==> src/design/vic_pkg.sv <==
/*
  Constants for the interrupt controller control and status block: register map,
  field positions, masks and reset values.
  Assumes a 32-bit AXI4-Lite register bus and one system clock.
*/
package vic_pkg;
  localparam int ADDR_W   = 12;
  localparam int DATA_W   = 32;
  localparam int NUM_SRC  = 32;
  localparam int NUM_EXT  = 5;
  localparam int NUM_PRIW = 8;
  localparam int SLOT_W   = 8;
  localparam int PRI_LSB  = 2;
  localparam int SUB_LSB  = 0;
  localparam int IDX_W    = 6;

  // Register index is addr[11:4]; addr[3:2] picks the plain, clear, set or invert alias
  localparam int IDX_LSB = 4;
  localparam int OP_LSB  = 2;
  localparam logic [7:0] IDX_CTRL  = 8'h00;
  localparam logic [7:0] IDX_STATE = 8'h01;
  localparam logic [7:0] IDX_PROX  = 8'h02;
  localparam logic [7:0] IDX_FLAG  = 8'h03;
  localparam logic [7:0] IDX_EN    = 8'h04;
  localparam logic [7:0] IDX_PRIO0 = 8'h05;
  localparam logic [7:0] IDX_LAST  = 8'h0C;

  typedef enum logic [1:0] {
    VIC_OP_WRITE = 2'b00,
    VIC_OP_CLR   = 2'b01,
    VIC_OP_SET   = 2'b10,
    VIC_OP_INV   = 2'b11
  } vic_op_t;

  // Control word fields
  localparam int MULTI_HANDLER_SELECT_BIT = 12;
  localparam int TPC_LSB  = 8;
  localparam int EP_LSB   = 0;
  localparam logic [31:0] CTRL_MASK  = 32'h0000_171F;
  // State word fields
  localparam int SRIPL_LSB = 8;
  localparam int VEC_LSB   = 0;
  localparam logic [31:0] STATE_MASK = 32'h0000_073F;
  localparam logic [31:0] FULL_MASK  = 32'hFFFF_FFFF;
  localparam logic [31:0] PRIO_MASK  = 32'h1F1F_1F1F;
  localparam logic [31:0] ZERO_WORD  = 32'h0000_0000;

  localparam logic [2:0]  TPC_OFF    = 3'h0;
  localparam logic [2:0]  PRI_OFF    = 3'h0;
  localparam logic [31:0] CNT_ONE    = 32'h0000_0001;
  localparam logic [1:0]  RESP_OKAY  = 2'b00;
  localparam logic [1:0]  RESP_SLVERR = 2'b10;
endpackage : vic_pkg

==> src/design/vic_ext_edge.sv <==
/*
  Edge detectors for the external interrupt pins.
  Assumes pins are asynchronous; each passes two flip-flops before use.
*/
module vic_ext_edge (
  // Clock and reset
  input  wire logic                         clk,
  input  wire logic                         rst_n,
  // Pins and polarity
  input  wire logic [vic_pkg::NUM_EXT-1:0]  extPin,
  input  wire logic [vic_pkg::NUM_EXT-1:0]  risingSel,
  // One-cycle edge events
  output logic      [vic_pkg::NUM_EXT-1:0]  edgeHit
);
  import vic_pkg::*;

  genvar g;
  generate
    for (g = 0; g < NUM_EXT; g++) begin : gEdge
      logic meta_r;
      logic sync_r;
      logic last_r;
      always_ff @(posedge clk or negedge rst_n) begin
        if (!rst_n) begin
          meta_r <= 1'b0;
          sync_r <= 1'b0;
          last_r <= 1'b0;
        end else begin
          meta_r <= extPin[g];
          sync_r <= meta_r;
          last_r <= sync_r;
        end
      end
      // Rising when polarity bit is one, falling when zero
      assign edgeHit[g] = risingSel[g] ? (sync_r & ~last_r) : (~sync_r & last_r);
    end
  endgenerate
endmodule : vic_ext_edge

==> src/design/vic_top.sv <==
/*
  Interrupt controller control and status: control word, state word, proximity
  reload, request flags, enables and priorities, arbitration and proximity hold.
  Assumes an AXI4-Lite master on the same clock, source pulses on the same clock,
  and external interrupt pins that are asynchronous.
*/
module vic_top (
  // Clock and reset
  input  wire logic                           clk,
  input  wire logic                           rst_n,
  // AXI4-Lite write address
  input  wire logic                           awvalid,
  output logic                                awready,
  input  wire logic [vic_pkg::ADDR_W-1:0]     awaddr,
  input  wire logic [2:0]                     awprot,
  // AXI4-Lite write data
  input  wire logic                           wvalid,
  output logic                                wready,
  input  wire logic [vic_pkg::DATA_W-1:0]     wdata,
  input  wire logic [3:0]                     wstrb,
  // AXI4-Lite write response
  output logic                                bvalid,
  input  wire logic                           bready,
  output logic      [1:0]                     bresp,
  // AXI4-Lite read address
  input  wire logic                           arvalid,
  output logic                                arready,
  input  wire logic [vic_pkg::ADDR_W-1:0]     araddr,
  input  wire logic [2:0]                     arprot,
  // AXI4-Lite read data
  output logic                                rvalid,
  input  wire logic                           rready,
  output logic      [vic_pkg::DATA_W-1:0]     rdata,
  output logic      [1:0]                     rresp,
  // Interrupt sources
  input  wire logic [vic_pkg::NUM_SRC-1:0]    srcPulse,
  input  wire logic [vic_pkg::NUM_EXT-1:0]    extPin,
  // Toward the processor core
  output logic                                irqReq,
  output logic      [2:0]                     irqLevel,
  output logic      [vic_pkg::IDX_W-1:0]      irqVector,
  output logic                                multiVector
);
  import vic_pkg::*;

  logic                 awready_r;
  logic                 wready_r;
  logic                 bvalid_r;
  logic [1:0]           bresp_r;
  logic                 arready_r;
  logic                 rvalid_r;
  logic [DATA_W-1:0]    rdata_r;
  logic [1:0]           rresp_r;
  logic                 awHeld_r;
  logic                 wHeld_r;
  logic [ADDR_W-1:0]    wAddr_r;
  logic [DATA_W-1:0]    wData_r;
  logic [3:0]           wStrb_r;
  logic [DATA_W-1:0]    ctrl_r;
  logic [2:0]           sripl_r;
  logic [IDX_W-1:0]     vec_r;
  logic [DATA_W-1:0]    prox_r;
  logic [DATA_W-1:0]    flag_r;
  logic [DATA_W-1:0]    flag_nxt;
  logic [DATA_W-1:0]    en_r;
  logic [DATA_W-1:0]    prio_r [NUM_PRIW];
  logic [DATA_W-1:0]    proxCnt_r;
  logic                 irqReq_r;
  logic [2:0]           irqLevel_r;
  logic [IDX_W-1:0]     irqVector_r;
  logic                 doWrite;
  logic [7:0]           wIdx;
  vic_op_t              wOp;
  logic [DATA_W-1:0]    wCur;
  logic [DATA_W-1:0]    wMask;
  logic [DATA_W-1:0]    wByteMask;
  logic [DATA_W-1:0]    wNew;
  logic                 wHit;
  logic [7:0]           rIdx;
  logic [DATA_W-1:0]    rWord;
  logic [DATA_W-1:0]    hwSet;
  logic [NUM_EXT-1:0]   extHit;
  logic [2:0]           tpc;
  logic                 proxRun;
  logic                 proxTrig;
  logic                 found;
  logic [2:0]           bestPri;
  logic [1:0]           bestSub;
  logic [IDX_W-1:0]     bestIdx;

  assign awready     = awready_r;
  assign wready      = wready_r;
  assign bvalid      = bvalid_r;
  assign bresp       = bresp_r;
  assign arready     = arready_r;
  assign rvalid      = rvalid_r;
  assign rdata       = rdata_r;
  assign rresp       = rresp_r;
  assign irqReq      = irqReq_r;
  assign irqLevel    = irqLevel_r;
  assign irqVector   = irqVector_r;
  assign multiVector = ctrl_r[MULTI_HANDLER_SELECT_BIT];

  assign tpc     = ctrl_r[TPC_LSB +: 3];
  assign proxRun = (proxCnt_r != ZERO_WORD);

  vic_ext_edge uEdge (
    .clk       (clk),
    .rst_n     (rst_n),
    .extPin    (extPin),
    .risingSel (ctrl_r[EP_LSB +: NUM_EXT]),
    .edgeHit   (extHit)
  );

  assign hwSet = srcPulse | {{(NUM_SRC-NUM_EXT){1'b0}}, extHit};

  // Write channel capture, either order
  always_ff @(posedge clk or negedge rst_n) begin
    if (!rst_n) begin
      awready_r <= 1'b0;
      awHeld_r  <= 1'b0;
      wAddr_r   <= '0;
    end else if (awvalid && awready_r) begin
      awready_r <= 1'b0;
      awHeld_r  <= 1'b1;
      wAddr_r   <= awaddr;
    end else begin
      if (doWrite) begin
        awHeld_r <= 1'b0;
      end
      if (!awHeld_r && !bvalid_r) begin
        awready_r <= 1'b1;
      end
    end
  end

  always_ff @(posedge clk or negedge rst_n) begin
    if (!rst_n) begin
      wready_r <= 1'b0;
      wHeld_r  <= 1'b0;
      wData_r  <= '0;
      wStrb_r  <= '0;
    end else if (wvalid && wready_r) begin
      wready_r <= 1'b0;
      wHeld_r  <= 1'b1;
      wData_r  <= wdata;
      wStrb_r  <= wstrb;
    end else begin
      if (doWrite) begin
        wHeld_r <= 1'b0;
      end
      if (!wHeld_r && !bvalid_r) begin
        wready_r <= 1'b1;
      end
    end
  end

  assign doWrite = awHeld_r && wHeld_r && !bvalid_r;
  assign wIdx    = wAddr_r[IDX_LSB +: 8];
  assign wOp     = vic_op_t'(wAddr_r[OP_LSB +: 2]);
  assign wHit    = (wIdx <= IDX_LAST);

  always_ff @(posedge clk or negedge rst_n) begin
    if (!rst_n) begin
      bvalid_r <= 1'b0;
      bresp_r  <= RESP_OKAY;
    end else if (doWrite) begin
      bvalid_r <= 1'b1;
      bresp_r  <= wHit ? RESP_OKAY : RESP_SLVERR;
    end else if (bready) begin
      bvalid_r <= 1'b0;
    end
  end

  // Alias arithmetic on the addressed word
  always_comb begin
    case (wIdx)
      IDX_CTRL:  wCur = ctrl_r;
      IDX_STATE: wCur = {21'h0, sripl_r, 2'b00, vec_r};
      IDX_PROX:  wCur = prox_r;
      IDX_FLAG:  wCur = flag_r;
      IDX_EN:    wCur = en_r;
      default:   wCur = wHit ? prio_r[3'(wIdx - IDX_PRIO0)] : ZERO_WORD;
    endcase
    case (wIdx)
      IDX_CTRL:                   wMask = CTRL_MASK;
      IDX_STATE:                  wMask = STATE_MASK;
      IDX_PROX, IDX_FLAG, IDX_EN: wMask = FULL_MASK;
      default:                    wMask = wHit ? PRIO_MASK : ZERO_WORD;
    endcase
    for (int b = 0; b < 4; b++) begin
      wByteMask[b*8 +: 8] = {8{wStrb_r[b]}};
    end
    unique case (wOp)
      VIC_OP_WRITE: wNew = wData_r;
      VIC_OP_CLR:   wNew = wCur & ~wData_r;
      VIC_OP_SET:   wNew = wCur | wData_r;
      VIC_OP_INV:   wNew = wCur ^ wData_r;
    endcase
    wNew = ((wNew & wByteMask) | (wCur & ~wByteMask)) & wMask;
  end

  // Control, reload, enable and priority words
  always_ff @(posedge clk or negedge rst_n) begin
    if (!rst_n) begin
      ctrl_r <= ZERO_WORD;
      prox_r <= ZERO_WORD;
      en_r   <= ZERO_WORD;
      for (int i = 0; i < NUM_PRIW; i++) begin
        prio_r[i] <= ZERO_WORD;
      end
    end else if (doWrite && wHit) begin
      case (wIdx)
        IDX_CTRL:            ctrl_r <= wNew;
        IDX_PROX:            prox_r <= wNew;
        IDX_EN:              en_r <= wNew;
        IDX_STATE, IDX_FLAG: ;
        default:             prio_r[3'(wIdx - IDX_PRIO0)] <= wNew;
      endcase
    end
  end

  // Request flags: a source event wins over a software clear
  always_comb begin
    flag_nxt = flag_r;
    if (doWrite && wIdx == IDX_FLAG) begin
      flag_nxt = wNew;
    end
    flag_nxt = flag_nxt | hwSet;
  end

  always_ff @(posedge clk or negedge rst_n) begin
    if (!rst_n) begin
      flag_r <= ZERO_WORD;
    end else begin
      flag_r <= flag_nxt;
    end
  end

  // Arbitration over enabled, prioritised, unheld requests
  always_comb begin
    logic [2:0] pri;
    logic [1:0] sub;
    logic       elig;
    pri      = PRI_OFF;
    sub      = 2'b00;
    elig     = 1'b0;
    found    = 1'b0;
    bestPri  = PRI_OFF;
    bestSub  = 2'b00;
    bestIdx  = '0;
    proxTrig = 1'b0;
    for (int i = 0; i < NUM_SRC; i++) begin
      pri  = prio_r[i/4][(i%4)*SLOT_W + PRI_LSB +: 3];
      sub  = prio_r[i/4][(i%4)*SLOT_W + SUB_LSB +: 2];
      elig = flag_r[i] && en_r[i] && (pri != PRI_OFF);
      if (proxRun && tpc != TPC_OFF && pri <= tpc) begin
        elig = 1'b0;
      end
      if (elig && (!found || {pri, sub} > {bestPri, bestSub})) begin
        found   = 1'b1;
        bestPri = pri;
        bestSub = sub;
        bestIdx = IDX_W'(i);
      end
      if (hwSet[i] && !flag_r[i] && en_r[i] && pri != PRI_OFF && tpc != TPC_OFF && pri <= tpc) begin
        proxTrig = 1'b1;
      end
    end
  end

  // Proximity timer countdown
  always_ff @(posedge clk or negedge rst_n) begin
    if (!rst_n) begin
      proxCnt_r <= ZERO_WORD;
    end else if (tpc == TPC_OFF) begin
      proxCnt_r <= ZERO_WORD;
    end else if (proxRun) begin
      proxCnt_r <= proxCnt_r - CNT_ONE;
    end else if (proxTrig) begin
      proxCnt_r <= prox_r;
    end
  end

  // Presentation to the core
  always_ff @(posedge clk or negedge rst_n) begin
    if (!rst_n) begin
      irqReq_r    <= 1'b0;
      irqLevel_r  <= PRI_OFF;
      irqVector_r <= '0;
    end else begin
      irqReq_r    <= found;
      irqLevel_r  <= found ? bestPri : PRI_OFF;
      irqVector_r <= ctrl_r[MULTI_HANDLER_SELECT_BIT] ? bestIdx : '0;
    end
  end

  // State word: hardware update wins over a software write
  always_ff @(posedge clk or negedge rst_n) begin
    if (!rst_n) begin
      sripl_r <= PRI_OFF;
      vec_r   <= '0;
    end else if (found) begin
      sripl_r <= bestPri;
      vec_r   <= bestIdx;
    end else if (doWrite && wIdx == IDX_STATE) begin
      sripl_r <= wNew[SRIPL_LSB +: 3];
      vec_r   <= wNew[VEC_LSB +: IDX_W];
    end
  end

  // Read channel
  assign rIdx = araddr[IDX_LSB +: 8];

  always_comb begin
    case (rIdx)
      IDX_CTRL:  rWord = ctrl_r & CTRL_MASK;
      IDX_STATE: rWord = {21'h0, sripl_r, 2'b00, vec_r};
      IDX_PROX:  rWord = prox_r;
      IDX_FLAG:  rWord = flag_r;
      IDX_EN:    rWord = en_r;
      default:   rWord = (rIdx <= IDX_LAST) ? prio_r[3'(rIdx - IDX_PRIO0)] : ZERO_WORD;
    endcase
  end

  always_ff @(posedge clk or negedge rst_n) begin
    if (!rst_n) begin
      arready_r <= 1'b0;
      rvalid_r  <= 1'b0;
      rdata_r   <= ZERO_WORD;
      rresp_r   <= RESP_OKAY;
    end else if (arvalid && arready_r) begin
      arready_r <= 1'b0;
      rvalid_r  <= 1'b1;
      rdata_r   <= rWord;
      rresp_r   <= (rIdx <= IDX_LAST) ? RESP_OKAY : RESP_SLVERR;
    end else if (rvalid_r) begin
      if (rready) begin
        rvalid_r <= 1'b0;
      end
    end else begin
      arready_r <= 1'b1;
    end
  end
endmodule : vic_top

==> config.mk <==
export PLATFORM = sky130hd
export DESIGN_NAME = vic_top
export DESIGN_NICKNAME = d
export VERILOG_FILES = /design/src/design/vic_pkg.sv /design/src/design/vic_ext_edge.sv /design/src/design/vic_top.sv
export SDC_FILE = /design/constraint.sdc
export NUM_CORES = 2
export LEC_CHECK = 0
export ABC_AREA = 1
export ABC_CLOCK_PERIOD_IN_PS = 34500
export BUFFER_PORTS_ARGS = -buffer_cell sky130_fd_sc_hd__clkbuf_2
export CORE_ASPECT_RATIO = 1.4
export CORE_MARGIN = 2
export CORE_UTILIZATION = 40
export CTS_BUF_LIST = sky130_fd_sc_hd__clkbuf_16
export DETAILED_ROUTE_END_ITERATION = 6
export GPL_ROUTABILITY_DRIVEN = 1
export HOLD_SLACK_MARGIN = 0.12
export MAX_ROUTING_LAYER = met4
export PLACE_DENSITY = 0.55
export SLEW_MARGIN = 30
export SYNTH_ARGS = -nofsm -noshare
export SYNTH_HDL_FRONTEND = slang
export SYNTH_HIERARCHICAL = 1
export SYNTH_SLANG_ARGS = --single-unit
==> constraint.sdc <==
create_clock -name clk -period 34.5 [get_ports clk]
set_clock_uncertainty 0.15 [all_clocks]
set_input_delay 5.175 -clock clk [delete_from_list [all_inputs] [get_ports clk]]
set_output_delay 5.175 -clock clk [all_outputs]
set_load 0.01 [all_outputs]
==> metrics.txt <==
cell area after layout approximately 48000 sq um; total grt overflow 0; minimum clock period after layout 34.99 ns; IO Port Bufs about 150; Max Cap Viol 0; post-synthesis async set-or-reset flop share 1.00; Arrival @ worst endpoint 35.44 ns; Worst Setup End Kind register; maximum vdd ir drop 0.0566 mV; synth unique cells 63; Clock Latency Late Sink 0.72 ns; first-pass GRT wire length roughly 260 mm; Final setup viols 16; DRC 2; HP Class reg2reg; Crit path largest cell delay 0.39 ns; Finished Layout Cells 6825; Crit Path Class reg2reg; H-tree depth 2; crit-path max FO 8; Highest Clock Rate between 0.02 and 0.03 GHz; die height 364 um; Post-synth EDFFs 0; number of global-route vias before repair 38314; Floorplan Core Area about 92000 sq um; TritonCTS clock tree done; average wire per standard cell 26.7 um; failing checks design-rule violations, negative setup slack; most common cell in the netlist nand2_1; Worst Tran Pin Value around 1.1 ns; Antenna Violating Nets Remaining 0; Placed Cells 6610; HPWL Detailed 131 mm; GP Congestion 1.03; Pre-antenna DRT Iters 7; drt initial violations 4520; CP Launch Type register; cell mode on critical path nand2_1; Mapped Area about 37000 sq um; CTS Buf Count between 50 and 60; pins over their slew limit 0; pre-CTS WS -2.46 ns; RSZ-0062 raised after global routing true; largest net degree at the start of global routing 139; Critical Path RT 34.95 ns; synthesis-stage register bit count around 540; synth cell count leaders 1040 x nand2_1, 706 x o21ai_0, 593 x inv_1, 536 x dfrtp_1, 330 x nor2_1; die area 95200 sq um; row cnt about 130; syn avg cell area 7.36 sq um; period utilization 1.01; # clock sinks between 500 and 600; largest cells by area after synthesis dfrtp_1 36%, nand2_1 11%, ha_1 10%; via count 40598; initial antenna violation count 9; Final nets 5972; Via-to-Cell Ratio 5.95; initial core utilization 0.403; Setup TNS -5.03 ns; leading register cell type out of synthesis dfrtp_1; Routed WL approximately 180 mm; Critical Path Slowest Stage Cell dfrtp_1; Lkg Pwr between 20 and 25 nW; sequential share of the synthesized area 0.361; Max Root-Sink Buffers 3; Post-Syn Instances 5042; leading area contributor after synthesis dfrtp_1; clock-pin slew on the worst setup and hold paths roughly 0.060 ns; Worst Slack Setup Final -0.495 ns; post-synth top area share 0.361; status complete, but fails checks; area grow syn2layout 29.2%; Final Hold Fails 0; Global Route Usage Sum 0.387; Ports 162; final core utilization 0.520; Post-CTS Hold Buffers 0; synth warn 6; Relative slew margins 0.263; total power draw 2.16 mW; Root Buffer clkbuf_16; fraction of layout cells with a size suffix above 1 0.256; area of placed instances between 40000 and 50000 sq um; chip width 261 um; PD cells 45.1 nW/um^2; WHS 0.197 ns
path summary, 6_finish.rpt:
| check | start | end | slack [ns] | cells after the start |
|---|---|---|---|---|
| worst max-delay path | ctrl_r[10] | vec_r[4] | -0.49 | 312 |
| worst min-delay path | uEdge/gEdge[1].meta_r | uEdge/gEdge[1].sync_r | 0.20 | 0 |
| worst max register to register | ctrl_r[10] | vec_r[4] | -0.49 | 312 |
| worst min register to register | uEdge/gEdge[1].meta_r | uEdge/gEdge[1].sync_r | 0.20 | 0 |
| max in group asynchronous | rst_n | rvalid | 27.30 | 4 |
| min in group asynchronous | rst_n | bvalid | 4.32 | 1 |
layout make-up:
class	instances	area, sq um
timing repair buffer	689	4900
clock inverter	51	653
multi-input combinational	3640	23600
clock buffer	59	1480
antenna	10	25.0
tap	1206	1510
inverter	634	2400
sequential	536	13400
fill	8947	44200
repair_timing:
action / 4_1_cts / 5_1_grt
buffers inserted: 45 / 39
endpoints found under the setup margin: 16 / 16
endpoints found under the hold margin: 0 / 0
cloned: 15 / 0
gates resized for setup: 252 / 417
pin swaps: 143 / 201
power breakdown:
group | internal (mW) | total (mW) | switching, mW
sequential | 0.670 | 0.714 | 0.0440
combinational | 0.223 | 0.729 | 0.506
clock | 0.411 | 0.718 | 0.306
flip-flops by register name, indices dropped and copies added (netlist names), 4 cells and up:
signal and cells:
en_r 32, prox_r 32, flag_r 32, wStrb_r 4, proxCnt_r 32, vec_r 6, wData_r 32, rdata 32
prio_r 256, uEdge/gEdge.meta_r 5, uEdge/gEdge.last_r 5, irqVector 5, uEdge/gEdge.sync_r 5, ctrl_r 32, wAddr_r 10
worst max-delay path, delay by kind of cell, from the launching register on:
family / cells / cell delay, ns
AND/OR/NAND/NOR: 204 / 17.49
adder cells (fa/ha/maj): 31 / 9.19
flip-flops: 1 / 0.39
AO/OA/AOI/OAI: 50 / 5.16
buffers and inverters: 27 / 2.41
per-layer routing:
metal / vias up / GRT usage / wire length (um)
met3: 687 / 0.0823 / 16600
met2: 2165 / 0.579 / 80300
li1: 18272 / - / -
met1: 19474 / 0.451 / 67300
met4: 0 / 0.305 / 18400
met5: - / - / 0
logic make-up (layout without fill, tap and decap cells):
kind of cell,Yosys count,after routing,share of synthesized area
fa+ha+maj,302,302,0.102
simple gates,1878,1893,0.219
compound gates,1415,1415,0.221
other cells,1,13,0.000101
flops,536,536,0.361
mux,5,5,0.00152
buf+inv,883,1433,0.0906
xor+xnor,22,22,0.00519
cells in the final DEF, fill, tap and decap left out, types with 36 or more instances in the layout:
cell,instances
nor2_2,45
o21ai_2,58
buf_4,522
inv_1,566
nand2_4,91
nor2_1,288
o21ai_4,36
nand3_1,207
a21oi_1,220
ha_4,56
o21ai_1,45
nand2_1,894
clkbuf_2,144
dfrtp_1,535
nand3_2,48
a221oi_1,39
o21ai_0,574
nor3_1,63
nand2_2,114
inv_2,58
o22ai_1,186
ha_1,242
clkbuf_16,59
No activity file was read; power rests on OpenSTA's default activity.
